--- config.mk ---
export PLATFORM = sky130hd
export DESIGN_NAME = servo_input_status_regs
export DESIGN_NICKNAME = d
export VERILOG_FILES = /design/src/rtl/servo_input_pkg.sv /design/src/rtl/servo_input_status_regs.sv /design/src/rtl/module_type_detect.sv
export SDC_FILE = /design/constraint.sdc
export NUM_CORES = 1
export LEC_CHECK = 0
export ABC_AREA = 1
export BUFFER_PORTS_ARGS = -buffer_cell sky130_fd_sc_hd__buf_2
export CORE_MARGIN = 5
export CORE_UTILIZATION = 46
export CTS_CLUSTER_DIAMETER = 100
export CTS_CLUSTER_SIZE = 20
export DETAILED_ROUTE_END_ITERATION = 8
export PLACE_DENSITY = 0.66
export SETUP_SLACK_MARGIN = 0.2
export SKIP_LAST_GASP = 1
export SLEW_MARGIN = 20
export SYNTH_ARGS = -nofsm -noshare
export SYNTH_HDL_FRONTEND = slang
export SYNTH_SLANG_ARGS = --single-unit
--- constraint.sdc ---
create_clock -name pclk -period 3.4 [get_ports pclk]
set_input_delay 0.34 -clock pclk [delete_from_list [all_inputs] [get_ports pclk]]
set_output_delay 0.34 -clock pclk [all_outputs]
set_load 0.01 [all_outputs]
--- src/rtl/servo_input_pkg.sv ---
package servo_input_pkg;

   // register indices; byte address is four times the index
   localparam logic [7:0]  IDX_HW_INPUT_WORD_10   = 8'h03;
   localparam logic [7:0]  IDX_HW_INPUT_WORD_11   = 8'h04;
   localparam logic [7:0]  IDX_EXP_MODULE_TYPE    = 8'h05;
   localparam logic [7:0]  IDX_DIGITAL_IN_STATUS  = 8'h06;
   localparam logic [7:0]  IDX_INPUT_POLARITY     = 8'h07;
   localparam logic [7:0]  IDX_IO_ROUTING_SETUP   = 8'h08;

   localparam int          ADDR_W                 = 10;

   // reset values
   localparam logic [15:0] RST_WORD               = 16'h0000;
   localparam logic [1:0]  RST_ROUTING            = 2'h0;

   // module type codes
   localparam logic [15:0] TYPE_NONE              = 16'h0000;
   localparam logic [15:0] TYPE_DIGITAL_IO        = 16'h0001;
   localparam logic [15:0] TYPE_ANALOGUE          = 16'h0002;

   // raw sense pin codes of the fitted module
   localparam logic [1:0]  SENSE_NONE             = 2'h0;
   localparam logic [1:0]  SENSE_DIGITAL_IO       = 2'h1;

   // routing selections of the primary analogue status bit
   localparam logic [1:0]  ROUTE_DEFAULT          = 2'h0;
   localparam logic [1:0]  ROUTE_COND_ONE         = 2'h1;
   localparam logic [1:0]  ROUTE_COND_TWO         = 2'h2;

   // status word field positions
   localparam int          POS_DIGITAL_LO         = 0;
   localparam int          POS_PRIMARY_ANA        = 8;
   localparam int          POS_COND_ANA_ONE       = 9;
   localparam int          POS_UNCOND_ANA_TWO     = 10;
   localparam int          POS_DIFF_LO            = 12;
   localparam int          POS_MF1_CHAN_B         = 13;
   localparam int          POS_MF2_CHAN_A         = 14;

   // startup settling time before the sense pins are trusted
   localparam int          CLK_PERIOD_PS          = 25000;
   localparam int          SETTLE_TIME_NS         = 10000;
   localparam int          SETTLE_CYCLES          = (SETTLE_TIME_NS * 1000 + CLK_PERIOD_PS - 1)
                                                    / CLK_PERIOD_PS;
   localparam int          SETTLE_W               = 9;

endpackage

--- src/rtl/servo_input_status_regs.sv ---
// The APB register port was decided locally.
`timescale 1ns/1ps

// Contract
// - after startup the fitted expansion module is detected and reported as 0 none, 1 digital, 2 analogue.
// - the module-dependent status fields follow the type code in the module type register, whether it was detected or written by software.
// - the eight digital inputs of the digital module appear in status bits 7 to 0.
// - every set bit of the 16-bit polarity mask inverts the matching status bit.
// - the four differential line levels appear in status bits 15 to 12.
// - multifunction 1 channel B is bit 13 and multifunction 2 channel A is bit 14.
// - bits 10 to 8 are set while the matching analogue level is above 5.0 volts.
// - the unconditioned second analogue input is bit 10, the conditioned first is bit 9.
// - the routing setup can put a conditioned analogue input onto the primary status bit.
module servo_input_status_regs
(
   input  wire logic                           pclk,
   input  wire logic                           presetn,
   input  wire logic                           psel,
   input  wire logic                           penable,
   input  wire logic                           pwrite,
   input  wire logic [servo_input_pkg::ADDR_W-1:0] paddr,
   input  wire logic [31:0]                    pwdata,
   output logic      [31:0]                    prdata,
   output logic                                pready,
   output logic                                pslverr,
   input  wire logic [1:0]                     module_sense,
   input  wire logic [7:0]                     expansion_din,
   input  wire logic [3:0]                     diff_line,
   input  wire logic                           primary_analogue_above,
   input  wire logic                           conditioned_analogue_one_above,
   input  wire logic                           unconditioned_analogue_two_above,
   input  wire logic                           conditioned_analogue_two_above,
   output logic      [15:0]                    expansion_module_type_out,
   output logic                                module_detected
);
   import servo_input_pkg::*;

   logic [15:0]  hardware_input_word_10;
   logic [15:0]  hardware_input_word_11;
   logic [15:0]  expansion_module_type;
   logic [15:0]  digital_input_status;
   logic [15:0]  input_polarity;
   logic [1:0]   io_routing_setup;
   logic [15:0]  detected_type;
   logic         detect_done;
   logic [15:0]  next_status;
   logic         primary_analogue_status;
   logic         setup_phase;
   logic         wr_en;
   logic [7:0]   reg_index;
   logic         addr_ok;
   logic [15:0]  read_word;

   module_type_detect u_detect
   (
      .pclk          (pclk),
      .presetn       (presetn),
      .module_sense  (module_sense),
      .detected_type (detected_type),
      .detect_done   (detect_done)
   );

   // register decode: word aligned, index above the two low address bits
   assign reg_index   = 8'(paddr[ADDR_W-1:2]);
   assign setup_phase = psel && !penable;
   assign wr_en       = setup_phase && pwrite && addr_ok;

   always_comb
   begin
      addr_ok = (paddr[1:0] == 2'h0) &&
                ((reg_index == IDX_HW_INPUT_WORD_10)  ||
                 (reg_index == IDX_HW_INPUT_WORD_11)  ||
                 (reg_index == IDX_EXP_MODULE_TYPE)   ||
                 (reg_index == IDX_DIGITAL_IN_STATUS) ||
                 (reg_index == IDX_INPUT_POLARITY)    ||
                 (reg_index == IDX_IO_ROUTING_SETUP));
   end

   // primary analogue status source selection
   always_comb
   begin
      unique case (io_routing_setup)
         ROUTE_COND_ONE: primary_analogue_status = conditioned_analogue_one_above;
         ROUTE_COND_TWO: primary_analogue_status = conditioned_analogue_two_above;
         default:        primary_analogue_status = primary_analogue_above;
      endcase
   end

   // assemble the raw status word, then apply the polarity mask
   always_comb
   begin
      next_status = 16'h0000;
      if (expansion_module_type == TYPE_DIGITAL_IO)
         next_status[POS_DIGITAL_LO +: 8] = expansion_din;
      next_status[POS_PRIMARY_ANA]    = primary_analogue_status;
      next_status[POS_COND_ANA_ONE]   = conditioned_analogue_one_above;
      next_status[POS_UNCOND_ANA_TWO] = unconditioned_analogue_two_above;
      next_status[POS_DIFF_LO +: 4]   = diff_line;
      next_status[POS_MF1_CHAN_B]     = diff_line[POS_MF1_CHAN_B - POS_DIFF_LO];
      next_status[POS_MF2_CHAN_A]     = diff_line[POS_MF2_CHAN_A - POS_DIFF_LO];
      next_status = next_status ^ input_polarity;
   end

   always_ff @(posedge pclk or negedge presetn)
   begin
      if (!presetn)
         digital_input_status <= RST_WORD;
      else
         digital_input_status <= next_status;
   end

   // module type: loaded once by detection, software may overwrite afterwards
   always_ff @(posedge pclk or negedge presetn)
   begin
      if (!presetn)
         expansion_module_type <= TYPE_NONE;
      else if (detect_done)
         expansion_module_type <= detected_type;
      else if (wr_en && (reg_index == IDX_EXP_MODULE_TYPE))
         expansion_module_type <= pwdata[15:0];
   end

   always_ff @(posedge pclk or negedge presetn)
   begin
      if (!presetn)
         module_detected <= 1'b0;
      else if (detect_done)
         module_detected <= 1'b1;
   end

   always_ff @(posedge pclk or negedge presetn)
   begin
      if (!presetn)
         expansion_module_type_out <= TYPE_NONE;
      else
         expansion_module_type_out <= expansion_module_type;
   end

   // plain software words
   always_ff @(posedge pclk or negedge presetn)
   begin
      if (!presetn)
      begin
         hardware_input_word_10 <= RST_WORD;
         hardware_input_word_11 <= RST_WORD;
         input_polarity         <= RST_WORD;
         io_routing_setup       <= RST_ROUTING;
      end
      else if (wr_en)
      begin
         if (reg_index == IDX_HW_INPUT_WORD_10)
            hardware_input_word_10 <= pwdata[15:0];
         if (reg_index == IDX_HW_INPUT_WORD_11)
            hardware_input_word_11 <= pwdata[15:0];
         if (reg_index == IDX_INPUT_POLARITY)
            input_polarity <= pwdata[15:0];
         if (reg_index == IDX_IO_ROUTING_SETUP)
            io_routing_setup <= pwdata[1:0];
      end
   end

   // read mux
   always_comb
   begin
      read_word = 16'h0000;
      if (reg_index == IDX_HW_INPUT_WORD_10)
         read_word = hardware_input_word_10;
      else if (reg_index == IDX_HW_INPUT_WORD_11)
         read_word = hardware_input_word_11;
      else if (reg_index == IDX_EXP_MODULE_TYPE)
         read_word = expansion_module_type;
      else if (reg_index == IDX_DIGITAL_IN_STATUS)
         read_word = digital_input_status;
      else if (reg_index == IDX_INPUT_POLARITY)
         read_word = input_polarity;
      else if (reg_index == IDX_IO_ROUTING_SETUP)
         read_word = {14'h0000, io_routing_setup};
   end

   // answer in the first access cycle: no wait states
   always_ff @(posedge pclk or negedge presetn)
   begin
      if (!presetn)
      begin
         pready  <= 1'b0;
         pslverr <= 1'b0;
         prdata  <= 32'h00000000;
      end
      else
      begin
         pready  <= setup_phase;
         pslverr <= setup_phase && !addr_ok;
         if (setup_phase && !pwrite && addr_ok)
            prdata <= {16'h0000, read_word};
         else
            prdata <= 32'h00000000;
      end
   end

endmodule // servo_input_status_regs

--- src/rtl/module_type_detect.sv ---
`timescale 1ns/1ps

module module_type_detect
(
   input  wire logic        pclk,
   input  wire logic        presetn,
   input  wire logic [1:0]  module_sense,
   output logic [15:0]      detected_type,
   output logic             detect_done
);
   import servo_input_pkg::*;

   typedef enum logic [1:0] {ST_SETTLE, ST_CONFIRM, ST_DONE} detect_state_t;

   detect_state_t          state;
   logic [SETTLE_W-1:0]    settle_cnt;
   logic [1:0]             first_sample;

   // wait for the sense pins to settle, then take two agreeing samples
   always_ff @(posedge pclk or negedge presetn)
   begin
      if (!presetn)
      begin
         state        <= ST_SETTLE;
         settle_cnt   <= '0;
         first_sample <= 2'h0;
      end
      else
      begin
         unique case (state)
            ST_SETTLE:
            begin
               if (settle_cnt == SETTLE_W'(SETTLE_CYCLES - 1))
               begin
                  state        <= ST_CONFIRM;
                  first_sample <= module_sense;
               end
               else
               begin
                  settle_cnt <= settle_cnt + SETTLE_W'(1);
               end
            end
            ST_CONFIRM:
            begin
               if (module_sense == first_sample)
               begin
                  state <= ST_DONE;
               end
               else
               begin
                  first_sample <= module_sense;
               end
            end
            ST_DONE:
            begin
               state <= ST_DONE;
            end
         endcase
      end
   end

   always_ff @(posedge pclk or negedge presetn)
   begin
      if (!presetn)
      begin
         detected_type <= TYPE_NONE;
         detect_done   <= 1'b0;
      end
      else
      begin
         detect_done <= (state == ST_CONFIRM) && (module_sense == first_sample);
         if ((state == ST_CONFIRM) && (module_sense == first_sample))
         begin
            if (first_sample == SENSE_NONE)
               detected_type <= TYPE_NONE;
            else if (first_sample == SENSE_DIGITAL_IO)
               detected_type <= TYPE_DIGITAL_IO;
            else
               detected_type <= TYPE_ANALOGUE;
         end
      end
   end

endmodule // module_type_detect

### Word-level counts from Yosys, hierarchy flattened

Index checks and enable logic that the tools add are counted.

* bitwise gates (word level): 2
* mux-type cells: 19
* multiply operators: 0
* magnitude comparators: 0
* shift operators: 0
* add/sub/neg operators: 1
* equality and inequality tests: 17
* divide/modulo/power cells: 0
* reductions and logical operators: 29

Operators with widths (number)
* 2-to-1 mux 16 bit: 9
* == test 8 x 3 -> 1 bit, second input constant: 4
* == test 16 x 1 -> 1 bit, second input constant: 1
* XOR 16 bit: 1
* 2-to-1 mux 2 bit: 6
* AND reduction 2 bit: 6
* adder 9 x 1 -> 9 bit, second input constant: 1
* == test 9 bit, second input constant: 1
* logical AND 1 bit: 9
* == test 8 x 2 -> 1 bit, second input constant: 1
* == test 8 x 4 -> 1 bit, second input constant: 1
* 2-to-1 mux 8 bit: 1
* == test 2 x 1 -> 1 bit, second input constant: 3
* zero test 2 bit: 3
* one-hot mux 2 bit (3 select lines): 1
* logical OR 1 bit: 5
* == test 2 bit, second input constant: 2
* inequality test 2 bit, second input constant: 2
* one-hot mux 2 bit (2 select lines): 1
* nonzero test 2 bit: 2
* zero test 1 bit: 3
* AND reduction 3 bit: 1
* == test 2 bit: 1
* inequality test 2 x 1 -> 1 bit, second input constant: 1
* 2 further kinds: 2

* logic and storage cells: 84
* output and inout port bits: 51
* latch bits: 0
* memories kept: 0
* input bits: 65
* register bits after elaboration: 163
* memory bits (read-only): 0
* bits in writable memories: 0

### Longest topological paths before layout

* depth after elaboration: 11
* mapped depth: 10
* depth with buffers taken out: 10

### Hierarchy

From an unflattened synthesis, not the netlist that was laid out.

* cell total of the unflattened synthesis: 759
* area total of the unflattened synthesis: 6388.6 µm²

Modules (own cells, without submodules)
* servo_input_status_regs: cells an instance 632, times used 1, area an instance 5397.7 µm²
* module_type_detect: cells an instance 127, times used 1, area an instance 991.0 µm²

### Least setup slack after synthesis

OpenSTA, ideal clock, no wires.

* path type: in2reg
* from: in paddr[8] (netlist name)
* to: reg expansion_module_type[10]
* stages on the path: 9
* arrival time: 1356 ps
* buffers on the path: 1
* setup slack: 1927 ps
* cell sequence: inv_1 > nand2_1 > nor2_8 > nand2_2 > nand3_4 > nand4_4 > buf_2 > nand3_1 > nand2_1

* word-level cells in the longest chain between the ends: 10
* elaborated cells on any way between the ends: 15
* classes of those cells: 6 x eq/ne; 9 x reduce/logical

RTL lines
* from (decl): RTL line servo_input_status_regs.sv:21 `input wire logic [servo_input_pkg::ADDR_W-1:0] paddr,`
* == test 8 x 2 -> 1 bit or == test 8 x 3 -> 1 bit (tied branches): RTL line servo_input_status_regs.sv:71, servo_input_status_regs.sv:72
* logical OR 1 bit: RTL line servo_input_status_regs.sv:71 `((reg_index == IDX_HW_INPUT_WORD_10) ||`
* logical OR 1 bit: RTL line servo_input_status_regs.sv:72 `(reg_index == IDX_HW_INPUT_WORD_11) ||`
* logical OR 1 bit: RTL line servo_input_status_regs.sv:73 `(reg_index == IDX_EXP_MODULE_TYPE) ||`
* logical OR 1 bit: RTL line servo_input_status_regs.sv:74 `(reg_index == IDX_DIGITAL_IN_STATUS) ||`
* logical OR 1 bit: RTL line servo_input_status_regs.sv:75 `(reg_index == IDX_INPUT_POLARITY) ||`
* logical AND 1 bit: RTL line servo_input_status_regs.sv:70 `addr_ok = (paddr[1:0] == 2'h0) &&`
* logical AND 1 bit: RTL line servo_input_status_regs.sv:66 `assign wr_en = setup_phase && pwrite && addr_ok;`
* logical AND 1 bit *: RTL line servo_input_status_regs.sv:119 `else if (wr_en && (reg_index == IDX_EXP_MODULE_TYPE))`
* nonzero test 2 bit (no source line) *
* to (signal assigned): RTL line servo_input_status_regs.sv:118 `expansion_module_type <= detected_type;`
* to (signal assigned): RTL line servo_input_status_regs.sv:120 `expansion_module_type <= pwdata[15:0];`
* to (decl): RTL line servo_input_status_regs.sv:40 `logic [15:0] expansion_module_type;`

Mark *: on every way between the ends. The rest lies on a longest branch, timed or not.
A chain may end at the register's enable or synchronous reset.

### Worst setup path after layout

* from: reg expansion_module_type[14]
* to: reg digital_input_status[0]

* word-level cells in the longest chain between the ends: 3

RTL lines
* == test 16 x 1 -> 1 bit: RTL line servo_input_status_regs.sv:93 `if (expansion_module_type == TYPE_DIGITAL_IO)`
* 2-to-1 mux 8 bit: RTL line servo_input_status_regs.sv:93
* XOR 16 bit: RTL line servo_input_status_regs.sv:101 `next_status = next_status ^ input_polarity;`
* via next_status[0]: RTL line servo_input_status_regs.sv:46 `logic [15:0] next_status;`
* to (signal assigned): RTL line servo_input_status_regs.sv:109 `digital_input_status <= next_status;`
* to (decl): RTL line servo_input_status_regs.sv:41 `logic [15:0] digital_input_status;`

The timed path passes the listed nets, and every way through them passes these cells.

==> out/metrics.yaml <==
status: "finished, final reports clean"
initial_utilization_pct: 47.3
synth_area_um2: 6040
die_w_um: 125
core-area_um2: 12800
io_buffer_count: 83
clock_skew_ps: 7.25
drv_cap: 0
finalSetupTns_ps: 0
r2r_start: "expansion_module_type[14]"
synth.avg_cell_area_um2: 8.89
post-route-util_pct: 56.1
end_kind: "flop"
yosys.area_share.adder_pct: 1.04
synthTopCellsByArea: "dfrtp_1 55%, nand2_1 13%, nor2_1 3.9%, nand3_1 3.7%, o21ai_1 3.4%"
clock-sinks: 133
clk_pin_slew_ps: 60
yosysSeqAreaShare_pct: 55.1
reg2reg_depth: 6
row_count: 41
die_area_um2: 15500
switching_share_pct: 21.5
synth_top_area_cell: "dfrtp_1"
num_io_pins: 116
rrSetupSlack_ps: 1530
grt_pass1_vias: 4696
critPathKind: "flop to flop"
routed_wl_mm: 14.2
p_leak_nw: 3.80
drtAntennaViolNets: 0
drc: 0
crit_start: "expansion_module_type[14]"
finalCritPeriodShare_pct: 54.9
relSlewSlack_pct: 44.6
grt-ovfl-total: 0
power_frac_clock_pct: 52.1
grt_pass1_wl_mm: 23.5
multi_input_area_um2: 2340
total_power_mw: 3.59
regArea_um2: 3330
clockBufferDepth: 2
peakVddDrop_mv: 0.296
synth_compound_area_share_pct: 4.99
firstDrtPassIters: 5
post_route_cells_drive_above_1_share_pct: 20.6
cts_setup_buffers: 0
via_count: 4724
crit_family: "simple AND/OR/NAND/NOR gates"
syn_inst: 680
cp-start-kind: "flop"
drt-wirelength-per-cell_um: 14.9
power.internal_mw: 2.81
cts-resized-gates: 0
die_height_um: 125
final-max-slew-violation-count: 0
power.switching_mw: 0.772
final_nets: 836
critPathMaxFanout: 5
synth_top_area_share_pct: 55.1
hp-class: "primary input to asynchronous set/reset pin"
worst-path-stages: 6
tightest_slew_ps: 831
cts_hold_buf: 0
syn2layout_area_growth_pct: 18.6
cts_made_buffers: 17
synthMuxAreaShare_pct: 0.166
vias_per_cell: 4.97
finalCriticalPeriod_ps: 1870
power_density_nw_per_um2: 501
insertion_delay_ps: 420
ys_seq_elements: 133
rsz0062_at_grt: "no"
fill_cells: 1128
crit_path_max_incr_delay_ps: 550
h-tree-depth: 4
dr.first_iter.drc_count: 391
most-common-layout-cells: "209 x nand2_1, 133 x dfrtp_1, 82 x buf_2"
synth_top_family_by_area: "simple AND/OR/NAND/NOR gates"
finalHoldViolCount: 0
cp_cell_sequence: "nor2_1 -> nand4_1 -> nor3_1 -> buf_4 -> nand2_1 -> xnor2_1"
slowest_stage: "nor3_1"
grt.total_usage_pct: 18.9
hpwl_mm: 9.67
grt_max_degree: 65
gp_congestion: 0.882
yosysWarnings: 0
synth.distinct_cells: 37
yosys.area_share.xor_xnor_pct: 3.19
max_clock_freq_ghz: 0.536
diodes: 0
ctsRootBufferMaster: "clkbuf_16"
worstPathArrival_ps: 2160
cts_tree: "built"
final_common_cell: "nand2_1"
cp_data_required_time_ps: 3700
cp.buffers_inverters: 1
power_frac_comb_pct: 3.5
antenna_found_initial: 0
yosys.area_share.simple_pct: 28.4
setup_violations: 0
seqPwrFrac_pct: 44.4
==> final timing paths <==
check / end
max: digital_input_status[0]
min: expansion_module_type_out[15]
max reg2reg: digital_input_status[0]
min reg2reg: digital_input_status[11]
max in group asynchronous: digital_input_status[4]
min in group pclk: digital_input_status[10]
==> cell usage after synthesis, drive strengths merged <==
library cell  count
xnor2             9
clkbuf            4
conb              1
nand3            47
nor3             19
nand4            11
a21oi             1
nand2           213
xor2             13
o21ai            56
a22o              1
o21a              1
clkinv            1
nand3b            2
ha                5
nor2             74
or2               5
mux2i             1
inv              48
buf              35
dfrtp           133
==> worst register-to-register path, cell delays in order (launching register included) <==
cell	delay, ps
dfrtp_1	460
nor2_1	130
nand4_1	140
nor3_1	550
buf_4	260
nand2_1	80
xnor2_1	130
==> registers in the layout (all words and copies together), names as in the netlist, 2 cells and up <==
register and count:
expansion_module_type_out 16, input_polarity 16, u_detect.detected_type 2, io_routing_setup 2
expansion_module_type 16, digital_input_status 16, u_detect.state 2, hardware_input_word_11 16
u_detect.first_sample 2, u_detect.settle_cnt 9, prdata 16, hardware_input_word_10 16
==> logic make-up (layout without fill, tap and decap cells) <==
kind of cell | Yosys count | after routing
AND/OR/NAND/NOR | 371 | 371
buffers and inverters | 88 | 171
multiplexers | 1 | 1
XOR/XNOR | 22 | 22
AO/OA/AOI/OAI | 59 | 59
other | 1 | 16
adder cells (fa/ha/maj) | 5 | 5
flip-flops | 133 | 133
==> power groups by stage <==
stage	clock (mW)	sequential (mW)	combinational [mW]
floorplan	0	1.62	0.0618
global placement	0	1.62	0.125
detailed placement	0	1.62	0.128
CTS	1.89	1.59	0.129
global route	1.97	1.59	0.145
finish	1.87	1.59	0.126
==> stage by stage <==
| step | hold slack (ps) | std cells | area, um^2 | worst slack, ps |
|---|---|---|---|---|
| 3_5_place_dp | 389 | 919 | 6560 | 1240 |
| 3_3_place_gp | 385 | 919 | 6560 | 1270 |
| 2_1_floorplan | 44.4 | 695 | 6100 | 1930 |
| 5_1_grt | 96.6 | 950 | 7170 | 1400 |
| 4_1_cts | 51.8 | 950 | 7170 | 1530 |
| 6_report | 21.3 | 950 | 7170 | 1530 |
==> cell type report <==
cell class                 instances  area share [%]
sequential                       133            46.4
multi-input combinational        474            32.7
timing repair buffer              91            6.84
clock buffer                      20            6.37
tap                              172            3.00
inverter                          49            2.57
clock inverter                    11            2.11
==> per-layer routing <==
metal,vias up,track usage (%),wire length [um]
met2,152,31.0,6770
met4,0,5.93,241
met1,2266,24.6,6320
met5,-,0,0
met3,20,4.85,845
li1,2286,-,-
Note: power is estimated with default switching activity, not from simulation.
